### src/verilog/cmwr_pkg.sv
// Constants for the CAN mode and wake source register bank
package cmwr_pkg;

  // Register addresses (7-bit serial interface address)
  localparam logic [6:0] ADDR_BUS_MODE  = 7'h04;
  localparam logic [6:0] ADDR_INT_WAKE  = 7'h06;
  localparam logic [6:0] ADDR_EXT_WAKE  = 7'h07;
  localparam logic [6:0] ADDR_PULL_CTRL = 7'h08;

  // Reset values
  localparam logic [7:0] RST_BUS_MODE   = 8'h00;
  localparam logic [7:0] RST_BUS_DEV    = 8'h03;
  localparam logic [7:0] RST_INT_WAKE   = 8'h00;
  localparam logic [7:0] RST_EXT_WAKE   = 8'h01;
  localparam logic [7:0] RST_PULL_CTRL  = 8'h00;

  // Writable bit masks, reserved bits stay zero
  localparam logic [7:0] MASK_BUS_MODE  = 8'h07;
  localparam logic [7:0] MASK_INT_WAKE  = 8'h44;
  localparam logic [7:0] MASK_EXT_WAKE  = 8'ha1;
  localparam logic [7:0] MASK_PULL_CTRL = 8'hc3;

  // Fail-safe patterns
  localparam logic [7:0] FS_BUS_MODE    = 8'h01;
  localparam logic [7:0] FS_EXT_WAKE    = 8'h01;
  localparam logic [7:0] FS_EXT_KEEP    = 8'ha0;

  // Field positions
  localparam int BUS_SWK_BIT  = 2;
  localparam int TMR_WK_BIT   = 6;
  localparam int WD_STOP1_BIT = 2;
  localparam int INT_GLB_BIT  = 7;
  localparam int MEAS_BIT     = 5;
  localparam int WAKE_PIN_ENABLE_BIT    = 0;
  localparam int WK_PULL_LO   = 0;
  localparam int GP_PULL_LO   = 6;

  // Transceiver mode codes (low two bits)
  typedef enum logic [1:0] {
    CMWR_CAN_OFF  = 2'h0,
    CMWR_CAN_WAKE = 2'h1,
    CMWR_CAN_RXO  = 2'h2,
    CMWR_CAN_NORM = 2'h3
  } cmwr_can_e;

  // Pull selections
  typedef enum logic [1:0] {
    CMWR_PULL_NONE = 2'h0,
    CMWR_PULL_DOWN = 2'h1,
    CMWR_PULL_UP   = 2'h2,
    CMWR_PULL_AUTO = 2'h3
  } cmwr_pull_e;

endpackage

### src/verilog/cmwr_regs.sv
// CAN transceiver mode and wake source control register bank
`timescale 1ns/10ps

module cmwr_regs
  import cmwr_pkg::*;
(
  input  wire logic        clk,
  input  wire logic        rst,
  input  wire logic        clk_en,
  input  wire logic        dev_mode,
  input  wire logic        reg_wr,
  input  wire logic        reg_rd,
  input  wire logic [6:0]  reg_addr,
  input  wire logic [7:0]  reg_wdata,
  output logic      [7:0]  reg_rdata,
  input  wire logic        enter_sleep,
  input  wire logic        enter_stop,
  input  wire logic        stop_to_normal,
  input  wire logic        enter_fail_safe,
  input  wire logic        system_error_flag,
  input  wire logic        fail_output,
  input  wire logic        gp_is_wake_input,
  input  wire logic        wake_pin_event,
  input  wire logic        timer_event,
  input  wire logic        can_wake_event,
  input  wire logic        other_status_event,
  input  wire logic        wake_pin_raw_level,
  input  wire logic        gp_pin_raw_level,
  input  wire logic [1:0]  gp_pull_cfg_in,
  output logic      [1:0]  can_mode,
  output logic             selective_wake,
  output logic             can_wake_source,
  output logic             timer_wake_enable,
  output logic             stop_watchdog_disable_b1,
  output logic             interrupt_out_n,
  output logic             voltage_sense_select,
  output logic             wake_pin_enable,
  output logic             wake_pin_level_status,
  output logic             gp_pin_level_status,
  output logic      [1:0]  wake_pin_pull_select,
  output logic      [1:0]  gp_wake_pull_select,
  output logic      [1:0]  gp_pull_cfg_eff,
  output logic             spi_fail_set
);

  logic [7:0] bus_transceiver_mode_ff;
  logic [7:0] internal_wake_control_ff;
  logic [7:0] external_wake_control_ff;
  logic [7:0] wake_input_pull_control_ff;
  logic       wake_pin_level_ff;
  logic       gp_pin_level_ff;
  logic       int_n_ff;
  logic       spi_fail_ff;
  logic       nxt_int_n;
  logic [1:0] nxt_can;
  logic [7:0] rdata_ff;
  logic       wr_bus;
  logic       wr_int;
  logic       wr_ext;
  logic       wr_pull;
  logic       meas_rejected;

  //////////////////////////////////////////////////////////////////////////
  // Write decode
  // One strobe is one access; the address picks a single register, so at
  // most one of these selects is high in any cycle
  assign wr_bus  = reg_wr && (reg_addr == ADDR_BUS_MODE);
  assign wr_int  = reg_wr && (reg_addr == ADDR_INT_WAKE);
  assign wr_ext  = reg_wr && (reg_addr == ADDR_EXT_WAKE);
  assign wr_pull = reg_wr && (reg_addr == ADDR_PULL_CTRL);
  // sense write check
  // Judged on the data being written, not on the stored bit, so a refused
  // write pulses the failure flag even when sensing was already off
  assign meas_rejected = wr_ext && fail_output && reg_wdata[MEAS_BIT];

  //////////////////////////////////////////////////////////////////////////
  // Low-power entry update of the mode bits; fail-safe handled separately
  // Sleep and stop arrive as one-cycle strobes from the mode controller;
  // should both ever coincide, sleep is honoured first
  always_comb begin
    nxt_can = bus_transceiver_mode_ff[1:0];
    if (enter_sleep && !system_error_flag && nxt_can == CMWR_CAN_NORM) begin
      nxt_can = CMWR_CAN_WAKE;
    end
    else if (enter_sleep && nxt_can == CMWR_CAN_RXO) begin
      nxt_can = CMWR_CAN_WAKE;
    end
    // stop entry keeps receive only; leaves the choice to software
    else if (enter_stop) begin
      nxt_can = bus_transceiver_mode_ff[1:0];
    end
    // off and wake kept; stop keeps receive only, relies on software
  end

  //////////////////////////////////////////////////////////////////////////
  // Bus transceiver mode; development reset to normal
  // Priority is write, then fail-safe, then low-power entry. Trade-off: a
  // write landing in the fail-safe cycle replaces the wake pattern, so
  // firmware should not write this register while a failure is pending
  always_ff @(posedge clk) begin
    if (rst) begin
      bus_transceiver_mode_ff <= RST_BUS_MODE;
      // Development strap only matters while reset is held
      if (dev_mode) begin
        bus_transceiver_mode_ff <= RST_BUS_DEV;
      end
    end else if (clk_en) begin
      if (wr_bus) begin
        bus_transceiver_mode_ff <= reg_wdata & MASK_BUS_MODE;
      end else if (enter_fail_safe) begin
        // fail-safe wake pattern; keeps selective wake bit
        bus_transceiver_mode_ff <= {5'h00, bus_transceiver_mode_ff[BUS_SWK_BIT],
                                    FS_BUS_MODE[1:0]};
      end else begin
        bus_transceiver_mode_ff[1:0] <= nxt_can;
      end
    end
  end

  //////////////////////////////////////////////////////////////////////////
  // Internal wake control
  // The stop exit clear comes after the write so that it overrides a
  // same-cycle write that tries to keep the watchdog off
  always_ff @(posedge clk) begin
    if (rst) begin
      internal_wake_control_ff <= RST_INT_WAKE;
    end else if (clk_en) begin
      if (wr_int) begin
        internal_wake_control_ff <= reg_wdata & MASK_INT_WAKE;
      end
      // cleared on stop exit, hardware wins over write
      if (stop_to_normal) begin
        internal_wake_control_ff[WD_STOP1_BIT] <= 1'b0;
      end
    end
  end

  //////////////////////////////////////////////////////////////////////////
  // External wake control
  // Fail-safe keeps the global and sense bits and turns pin wake on; with
  // sensing selected the pin cannot wake, so the register is left alone
  always_ff @(posedge clk) begin
    if (rst) begin
      external_wake_control_ff <= RST_EXT_WAKE;
    end else if (clk_en) begin
      if (wr_ext) begin
        external_wake_control_ff <= reg_wdata & MASK_EXT_WAKE;
        if (fail_output) begin
          external_wake_control_ff[MEAS_BIT] <= 1'b0;
        end
      end else if (enter_fail_safe && !external_wake_control_ff[MEAS_BIT]) begin
        external_wake_control_ff <= (external_wake_control_ff & FS_EXT_KEEP) | FS_EXT_WAKE;
      end
    end
  end

  //////////////////////////////////////////////////////////////////////////
  // Pull control, plain storage
  // Pads outside decode the fields; the reserved middle bits are masked
  // on the way in so they read back as zero
  always_ff @(posedge clk) begin
    if (rst) begin
      wake_input_pull_control_ff <= RST_PULL_CTRL;
    end else if (clk_en && wr_pull) begin
      wake_input_pull_control_ff <= reg_wdata & MASK_PULL_CTRL;
    end
  end

  //////////////////////////////////////////////////////////////////////////
  // Level status; sensing uses the pin, so its levels are meaningless
  // Limitation: after sensing is switched off the first live level shows
  // one cycle late, since the flop still sees the old select
  always_ff @(posedge clk) begin
    if (rst) begin
      wake_pin_level_ff <= 1'b0;
      gp_pin_level_ff   <= 1'b0;
    end else if (clk_en) begin
      if (voltage_sense_select) begin
        wake_pin_level_ff <= 1'b0;
        gp_pin_level_ff   <= 1'b0;
      end else begin
        wake_pin_level_ff <= wake_pin_raw_level;
        gp_pin_level_ff   <= gp_pin_raw_level;
      end
    end
  end

  //////////////////////////////////////////////////////////////////////////
  // Interrupt request, one-cycle low per event
  // Limitation: events in one cycle merge into a single low pulse
  always_comb begin
    nxt_int_n = 1'b1;
    // pin wake gating
    // Sensing blocks pin wakes outright, even with the fail output active
    // where the enable bit itself is honoured again
    if (wake_pin_event && wake_pin_enable && !voltage_sense_select) begin
      nxt_int_n = 1'b0;
    end
    if (timer_event && timer_wake_enable) begin
      nxt_int_n = 1'b0;
    end
    if (can_wake_event && can_wake_source) begin
      nxt_int_n = 1'b0;
    end
    if (other_status_event && external_wake_control_ff[INT_GLB_BIT]) begin
      nxt_int_n = 1'b0;
    end
  end

  // Registered so the interrupt pin never glitches while events settle
  // The failure flag is a pulse; the status register outside latches it
  always_ff @(posedge clk) begin
    if (rst) begin
      int_n_ff    <= 1'b1;
      spi_fail_ff <= 1'b0;
    end else if (clk_en) begin
      int_n_ff    <= nxt_int_n;
      spi_fail_ff <= meas_rejected;
    end
  end

  //////////////////////////////////////////////////////////////////////////
  // Read data; captured before the same-cycle write lands
  // Reads and writes both load the read register, so every access answers
  // with the contents as they stood before its strobe
  always_ff @(posedge clk) begin
    if (rst) begin
      rdata_ff <= 8'h00;
    end else if (clk_en && (reg_rd || reg_wr)) begin
      // reserved reads zero via masked storage
      case (reg_addr)
        ADDR_BUS_MODE:  rdata_ff <= bus_transceiver_mode_ff;
        ADDR_INT_WAKE:  rdata_ff <= internal_wake_control_ff;
        ADDR_EXT_WAKE:  rdata_ff <= external_wake_control_ff;
        ADDR_PULL_CTRL: rdata_ff <= wake_input_pull_control_ff;
        default:        rdata_ff <= 8'h00;
      endcase
    end
  end

  //////////////////////////////////////////////////////////////////////////
  // Outputs
  // mode decode
  assign can_mode                 = bus_transceiver_mode_ff[1:0];
  assign selective_wake           = bus_transceiver_mode_ff[BUS_SWK_BIT];
  // wake source only in the wake capable code
  assign can_wake_source          = (bus_transceiver_mode_ff[1:0] == CMWR_CAN_WAKE);
  assign timer_wake_enable        = internal_wake_control_ff[TMR_WK_BIT];
  assign stop_watchdog_disable_b1 = internal_wake_control_ff[WD_STOP1_BIT];
  assign voltage_sense_select     = external_wake_control_ff[MEAS_BIT];
  assign wake_pin_enable          = external_wake_control_ff[WAKE_PIN_ENABLE_BIT]
                                    && !(voltage_sense_select && !fail_output);
  // gp config ignored while sensing with the fail output low
  // Forced to no pull rather than held, so the pad falls to a known state
  assign gp_pull_cfg_eff          = (voltage_sense_select && !fail_output)
                                    ? 2'h0 : gp_pull_cfg_in;
  assign interrupt_out_n          = int_n_ff;
  assign spi_fail_set             = spi_fail_ff;
  assign wake_pin_level_status    = wake_pin_level_ff;
  assign gp_pin_level_status      = gp_pin_level_ff;
  assign reg_rdata                = rdata_ff;
  // pull field
  // Code 11 lets the pad pick up or down from the pin level
  assign wake_pin_pull_select     = wake_input_pull_control_ff[WK_PULL_LO +: 2];
  // gp pull only as wake input
  assign gp_wake_pull_select      = gp_is_wake_input
                                    ? wake_input_pull_control_ff[GP_PULL_LO +: 2]
                                    : CMWR_PULL_NONE;

endmodule
### config.mk
export PLATFORM = sky130hd
export DESIGN_NAME = cmwr_regs
export DESIGN_NICKNAME = d
export VERILOG_FILES = /design/src/verilog/cmwr_pkg.sv /design/src/verilog/cmwr_regs.sv
export SDC_FILE = /design/constraint.sdc
export NUM_CORES = 1
export LEC_CHECK = 0
export ABC_AREA = 1
export BUFFER_PORTS_ARGS = -buffer_cell sky130_fd_sc_hd__clkbuf_2
export CORE_UTILIZATION = 40
export DETAILED_ROUTE_END_ITERATION = 12
export PLACE_DENSITY_LB_ADDON = 0.15
export SLEW_MARGIN = 20
export SYNTH_ARGS = -nofsm -noshare
export SYNTH_HDL_FRONTEND = slang
export SYNTH_SLANG_ARGS = --single-unit
### constraint.sdc
create_clock -name clk -period 1.2 [get_ports clk]
set_clock_uncertainty 0.15 [all_clocks]
set_input_delay 0.06 -clock clk [delete_from_list [all_inputs] [get_ports clk]]
set_output_delay 0.06 -clock clk [all_outputs]
set_load 0.02 [all_outputs]
# Word-level counts from Yosys, hierarchy flattened
# Index checks and enable logic that the tools add are counted.
# op_classes
n_addsub	0
mul	0
div	0
n_lt_le_gt_ge	0
n_eq_ne	7
shift	0
muxes	22
n_bitwise	0
n_reduce_logical	37
# ops
op	count
$mux 8	4
$pmux 8 s4	1
$eq 7x3->1 const B	3
$logic_and 1x1->1	19
$reduce_and 2->1	7
$mux 2	6
$mux 1	8
$reduce_bool 2->1	4
$eq 7x4->1 const B	1
$mux 7	1
$mux 6	1
$reduce_bool 5->1	1
$eq 2x2->1 const B	2
$logic_not 1->1	4
$mux 3	1
$reduce_bool 3->1	1
$eq 2x1->1 const B	1
$logic_or 1x1->1	1
# totals
register_bits	34
latch_bits	0
ramBits	0
romBits	0
inputBits	36
out_inout_bits	26
elab_cells	79
mem_count	0

# Depth between registers and ports, before layout
# Gate-level depths: netlist of run 1.
# depth
depth_word	10
depth_mapped	8
ltp_nobuf	8

# Worst setup path before layout of run 1
# No wires, ideal clock.
# synth_timing
path_type	reg2reg
start	register bus_transceiver_mode_ff[1]
end	register int_n_ff, in the netlist interrupt_out_n
setup_time_ns	0.115
t_arrival_ns	1.073
t_required_ns	0.935
path_slack_ns	-0.139
stages_incl_launch_ff	5
path_buffers	0
period_less_slack_ns	1.339
cell_sequence	edfxtp_1 nor2_1 nand2_1 nand4_1 nand2_1
# synth_via
elab_chain_len	4
# synth_rtl
item	line	source
start: declaration	cmwr_regs.sv:46	logic [7:0] bus_transceiver_mode_ff;
start signal: assignment	cmwr_regs.sv:109	bus_transceiver_mode_ff <= reg_wdata & MASK_BUS_MODE;
start signal: assignment	cmwr_regs.sv:112	bus_transceiver_mode_ff <= {5'h00, bus_transceiver_mode_ff[BUS_SWK_BIT],
start signal: assignment	cmwr_regs.sv:115	bus_transceiver_mode_ff[1:0] <= nxt_can;
$eq 2x1->1	cmwr_regs.sv:247	assign can_wake_source = (bus_transceiver_mode_ff[1:0] == CMWR_CAN_WAKE);
named net can_wake_source	cmwr_regs.sv:32	output logic can_wake_source,
$logic_and 1x1->1	cmwr_regs.sv:202	if (can_wake_event && can_wake_source) begin
$mux 1	cmwr_regs.sv:202	
$mux 1	cmwr_regs.sv:205	if (other_status_event && external_wake_control_ff[INT_GLB_BIT]) begin
end signal: assignment	cmwr_regs.sv:217	int_n_ff <= nxt_int_n;
end: declaration	cmwr_regs.sv:52	logic int_n_ff;
# The timed path passes the listed nets, and every way through them passes these cells.
# A chain may end at the register's enable or synchronous reset.

# Final worst setup path of run 1
# layout_timing
start	register bus_transceiver_mode_ff[1]
end	output port can_wake_source
# layout_via
elab_chain_len	1
# layout_rtl
item	line
$eq 2x1->1	cmwr_regs.sv:247
end: declaration	cmwr_regs.sv:32
# No other way between the ends.

==> flow_summary.toml, run 1 <==
[drt]
wl_mm = 3.68
dr_wl_met2_mm = 1.93
m1WireLength_mm = 1.45
first_iter_violations = 57
topRoutingLayerUsed = "met4"
drc = 3
wl_per_cell_um = 12.7
wl_met3_um = 231
postRouteAntennaNets = 0
dr.pass1.iters = 8
vias = 1437
vias_per_cell = 4.97

[sta]
setup-tns-final_ps = -571
rsz0062_at_grt = "true"
worst_hold_slack_ps = -8.90
finalCriticalPeriod_ps = 1340
drv_slew = 0
min_period_over_period = 1.12
hold_violations = 1
setup_viol = 7
max_freq_ghz = 0.744
setup_slack_ps = -144

[setup_path]
crit_path_start = "bus_transceiver_mode_ff[1]"
crit_fanout = 2
rr_startpoint = "bus_transceiver_mode_ff[0]"
crit_arrival_ps = 1130
cp.required_ps = 990
crit_end = "can_wake_source"
cp_slowest_cell = "edfxtp_1"
critical_path_depth = 3
cpPeakStageDelay_ps = 440
end_kind = "output pin"
cp.buffers_inverters = 2
r2r-end = "bus_transceiver_mode_ff[1]"
worst-r2r-cell-count = 6
critPathLaunchType = "flip-flop"
path_delay_family = "flip-flops"
path_class = "reg -> out"
path_cells = "buf_6 -> nor2_4 -> buf_8"
r2r_setup_slack_ps = -120

[global_route]
grt_pass1_wl_mm = 6.22
track_usage = 0.250
first_global_vias = 1484
grt_max_degree = 13
gr-total-overflow = 0
antenna_found_initial = 0

[power_and_ir_drop]
vdd_ir_drop_max_mv = 0.783
cellLeakagePower_nw = 0.962
p_per_area_nw_per_um2 = 790

[logic_synthesis]
synth_cells = 165
synthArstFlopShare = 0
synth_top_area_cell = "dfxtp_1"
ys_top_cells_by_area = "dfxtp_1, nand2_1, edfxtp_1"
yosysUniqueCellTypes = 30
synth_seq_cells = 22
syn-cell-area_um2 = 1220
yosysWarnings = 0
syn_avg_cell_area_um2 = 7.39
synth-main-ff-cell = "dfxtp_1"
seq_area_frac_synth = 0.386
yosysTopAreaCellShare = 0.312
synth_edf_count = 3

[outcome]
status = "finished with violations"
violations = "DRC, hold timing, setup timing"

[layout]
final_common_cell = "clkbuf_2"
final_cell_mix = "clkbuf_2, nand2_1, inv_1"
fin_util = 0.696
synthToLayoutAreaGrowth_pct = 61.4
n_fill_cell = 232
drive_gt1_frac = 0.422
antenna_cells = 0
nets = 295

[placed_design]
io_buffers = 56
dpl.hpwl_mm = 2.52
gp_congestion = 0.853
post-place-ws_ps = -47.5

[clock_network]
cts_buffers = 3
cts_max_path_buffers = 2
cts_root_buf = "clkbuf_4"
cts_tree = "yes"
path_clk_slew_ps = 130
htreeDepth = 1
cts_sinks = 22
clk_latency_ps = 320

[die]
dieHeight_um = 57.2
pin_count = 62
num_rows = 19
dieArea_um2 = 3270
die_x_um = 57.2
core_um2 = 2830
initial_core_util = 0.431

[worst_hold_path]
min_path_type = "in -> reg"

[flow_run]
drv_cap = 0
## worst min-delay path by stage
stage,start,to,cells after the start
floorplan,reg_wdata[0],external_wake_control_ff[0],2
global placement,wake_pin_raw_level,wake_pin_level_status,2
detailed placement,gp_pin_raw_level,gp_pin_level_status,2
CTS,reg_rd,reg_rdata[5],4
global route,rst,bus_transceiver_mode_ff[2],3
finish,rst,spi_fail_set,4
## per-layer routing
metal,track usage,up-vias
li1,-,722
met1,0.277,646
met2,0.457,56
met3,0.0703,13
met4,0.0871,0
met5,0,-
## power by group
part	switching, mW	leakage (nW)	internal (mW)
sequential	0.0113	0.185	0.764
clock	0.235	0.0150	0.130
combinational	0.208	0.763	0.208
total	0.454	0.962	1.10
## cells in the mapped netlist (2+ instances only)
cell type / count
inv_1: 23
a21boi_0: 3
nand3_1: 17
o21ai_2: 2
nand2_1: 35
nand3_2: 3
clkinv_1: 2
a21oi_1: 14
nand4_1: 2
nand2_2: 4
o21ai_1: 4
a21oi_2: 2
nor2_1: 3
a32o_1: 2
dfxtp_1: 19
nor2_4: 2
inv_2: 3
buf_4: 4
o21ai_0: 8
edfxtp_1: 3
## worst reg2reg max path, stage by stage (launching register included)
cell and delay [ps]:
edfxtp_1 430, buf_4 160, nand2_1 50, nand3_1 60, nand2_1 60, o22ai_1 60, inv_1 90
## per-stage QoR
stage,std cells,power (mW),cell area [um2]
floorplan,166,0.948,1230
global placement,260,1.08,1610
detailed placement,260,1.09,1610
CTS,289,1.54,1940
global route,289,1.63,1970
finish,289,1.56,1970
## cell type report
type	count	area, um2	area share
Multi-Input combinational cell	109	631	0.320
Inverter	28	108	0.0546
Tap cell	31	38.8	0.0197
Clock buffer	4	26.3	0.0133
Timing Repair Buffer	95	688	0.349
Sequential cell	22	478	0.243
## state kept, by name (all words and copies together) (netlist names)
signal,count
wake_pin_level_status,1
wake_input_pull_control_ff,4
interrupt_out_n,1
external_wake_control_ff,3
gp_pin_level_status,1
internal_wake_control_ff,2
reg_rdata,6
bus_transceiver_mode_ff,3
spi_fail_set,1
## cell families (layout without fill, tap and decap cells)
| family | Yosys count | in the layout | share of synthesized area |
|---|---|---|---|
| DFF | 22 | 22 | 0.386 |
| and+or+nand+nor | 71 | 71 | 0.310 |
| buffers and inverters | 35 | 127 | 0.126 |
| AOI/OAI and AO/OA | 36 | 36 | 0.175 |
| other | 1 | 2 | 0.00307 |
## timing repair
| item | 4_1_cts | 5_1_grt |
|---|---|---|
| endpoints found under the setup margin | 7 | 12 |
| pin swaps | 5 | 2 |
| buffers inserted | 5 | 0 |
| gates cloned | 0 | 0 |
| gates resized for setup | 19 | 14 |
| endpoints found under the hold margin | 22 | 0 |
| hold buffers | 21 | 0 |
Power figures use the tool's default switching activity.
==> run 2, diff against run 1 <==
--- a/config.mk
+++ b/config.mk
@@ -9,7 +9,7 @@
 export BUFFER_PORTS_ARGS = -buffer_cell sky130_fd_sc_hd__clkbuf_2
 export CORE_UTILIZATION = 40
 export DETAILED_ROUTE_END_ITERATION = 12
-export PLACE_DENSITY_LB_ADDON = 0.15
+export PLACE_DENSITY = 0.87
 export SLEW_MARGIN = 20
 export SYNTH_ARGS = -nofsm -noshare
 export SYNTH_HDL_FRONTEND = slang
==> flow_summary.toml, run 2 (same netlist as run 1, synthesis figures left out) <==
[sta]
drv_slew = 0
finalCriticalPeriod_ps = 1330
setup_viol = 6
worst_hold_slack_ps = 1.40
max_freq_ghz = 0.750
setup-tns-final_ps = -569
rsz0062_at_grt = "true"
min_period_over_period = 1.11
hold_violations = 0
setup_slack_ps = -134

[drt]
vias = 1424
dr_wl_met2_mm = 1.83
wl_met3_um = 216
topRoutingLayerUsed = "met4"
wl_mm = 3.58
first_iter_violations = 41
dr.pass1.iters = 8
wl_per_cell_um = 12.4
vias_per_cell = 4.93
m1WireLength_mm = 1.50
postRouteAntennaNets = 0
drc = 3

[clock_network]
cts_root_buf = "clkbuf_4"
cts_buffers = 3
cts_tree = "yes"
path_clk_slew_ps = 130
cts_sinks = 22
cts_max_path_buffers = 2
clk_latency_ps = 320
htreeDepth = 1

[outcome]
violations = "DRC, setup timing"
status = "finished with violations"

[die]
dieHeight_um = 57.2
die_x_um = 57.2
pin_count = 62
dieArea_um2 = 3270
num_rows = 19
core_um2 = 2830
initial_core_util = 0.431

[power_and_ir_drop]
clkPwrFrac = 0.297
p_total_mw = 1.69
cellLeakagePower_nw = 0.973
p_per_area_nw_per_um2 = 855
power_switching_share = 0.275
p_int_mw = 1.23
seqPwrFrac = 0.459
p_switching_mw = 0.465
combPwrFrac = 0.244
vdd_ir_drop_max_mv = 0.615

[setup_path]
critPathLaunchType = "flip-flop"
cp.required_ps = 990
path_class = "reg -> out"
end_kind = "output pin"
crit_fanout = 3
crit_arrival_ps = 1120

[placed_design]
io_buffers = 56
dpl.hpwl_mm = 2.53
gp_congestion = 0.829
place_inst = 261
post-place-ws_ps = -70.1

[layout]
final_common_cell = "clkbuf_2"
synthToLayoutAreaGrowth_pct = 62.3
largest_reg_flops = 6
drive_gt1_frac = 0.434
fin_cells = 289
antenna_cells = 0
final_cell_mix = "clkbuf_2, nand2_1, inv_1"
nets = 295

[global_route]
grt_pass1_wl_mm = 5.70
track_usage = 0.224
gr-total-overflow = 0
first_global_vias = 1379
antenna_found_initial = 0
grt_max_degree = 14

[flow_run]
drv_cap = 0

[worst_hold_path]
min_path_type = "in -> reg"
[run 2: routing by layer]
layer,GRT usage,vias to the layer above
li1,-,722
met2,0.403,55
met4,0.0836,0
met1,0.268,641
met3,0.0363,6
met5,0,-
[run 2: path summary, 6_finish.rpt]
path	start	to	slack (ps)	cells after the start
worst max-delay path	bus_transceiver_mode_ff[0]	can_wake_source	-130	4
worst min-delay path	reg_addr[0]	internal_wake_control_ff[2]	1	5
worst max register to register	bus_transceiver_mode_ff[0]	bus_transceiver_mode_ff[1]	-120	6
worst min register to register	wake_input_pull_control_ff[6]	wake_input_pull_control_ff[6]	320	2
[run 2: stage by stage]
| step | util | area [um2] |
|---|---|---|
| floorplan | - | 1230 |
| global placement | 0.573 | 1620 |
| detailed placement | 0.573 | 1620 |
| CTS | 0.685 | 1940 |
| global route | 0.700 | 1980 |
| finish | 0.700 | 1980 |
[run 2: power groups by stage]
stage | Sequential, mW | Clock [mW] | Combinational, mW
2_1_floorplan | 0.815 | 0 | 0.132
3_3_place_gp | 0.794 | 0 | 0.291
3_5_place_dp | 0.795 | 0 | 0.296
4_1_cts | 0.776 | 0.501 | 0.387
5_1_grt | 0.778 | 0.535 | 0.444
6_report | 0.777 | 0.503 | 0.413
[run 2: what timing repair did]
item                                    CTS  global route
endpoints found under the hold margin    20             0
endpoints found under the setup margin    6            16
setup buffers                             4             1
pin swaps                                 4             2
hold buffers                             20             0
resized for setup                        18            17
[run 2: area by class of cell]
type	instances	area, um2
fill	228	850
timing repair buffer	95	683
multi-input combinational	109	628
sequential	22	477
inverter	28	105
clock buffer	4	47.5
tap	31	38.8
[run 2: worst max-delay path, stage by stage (launching register included)]
cell      delay (ps)
edfxtp_1         400
buf_6            130
inv_2             40
nor2_4           120
buf_8            120
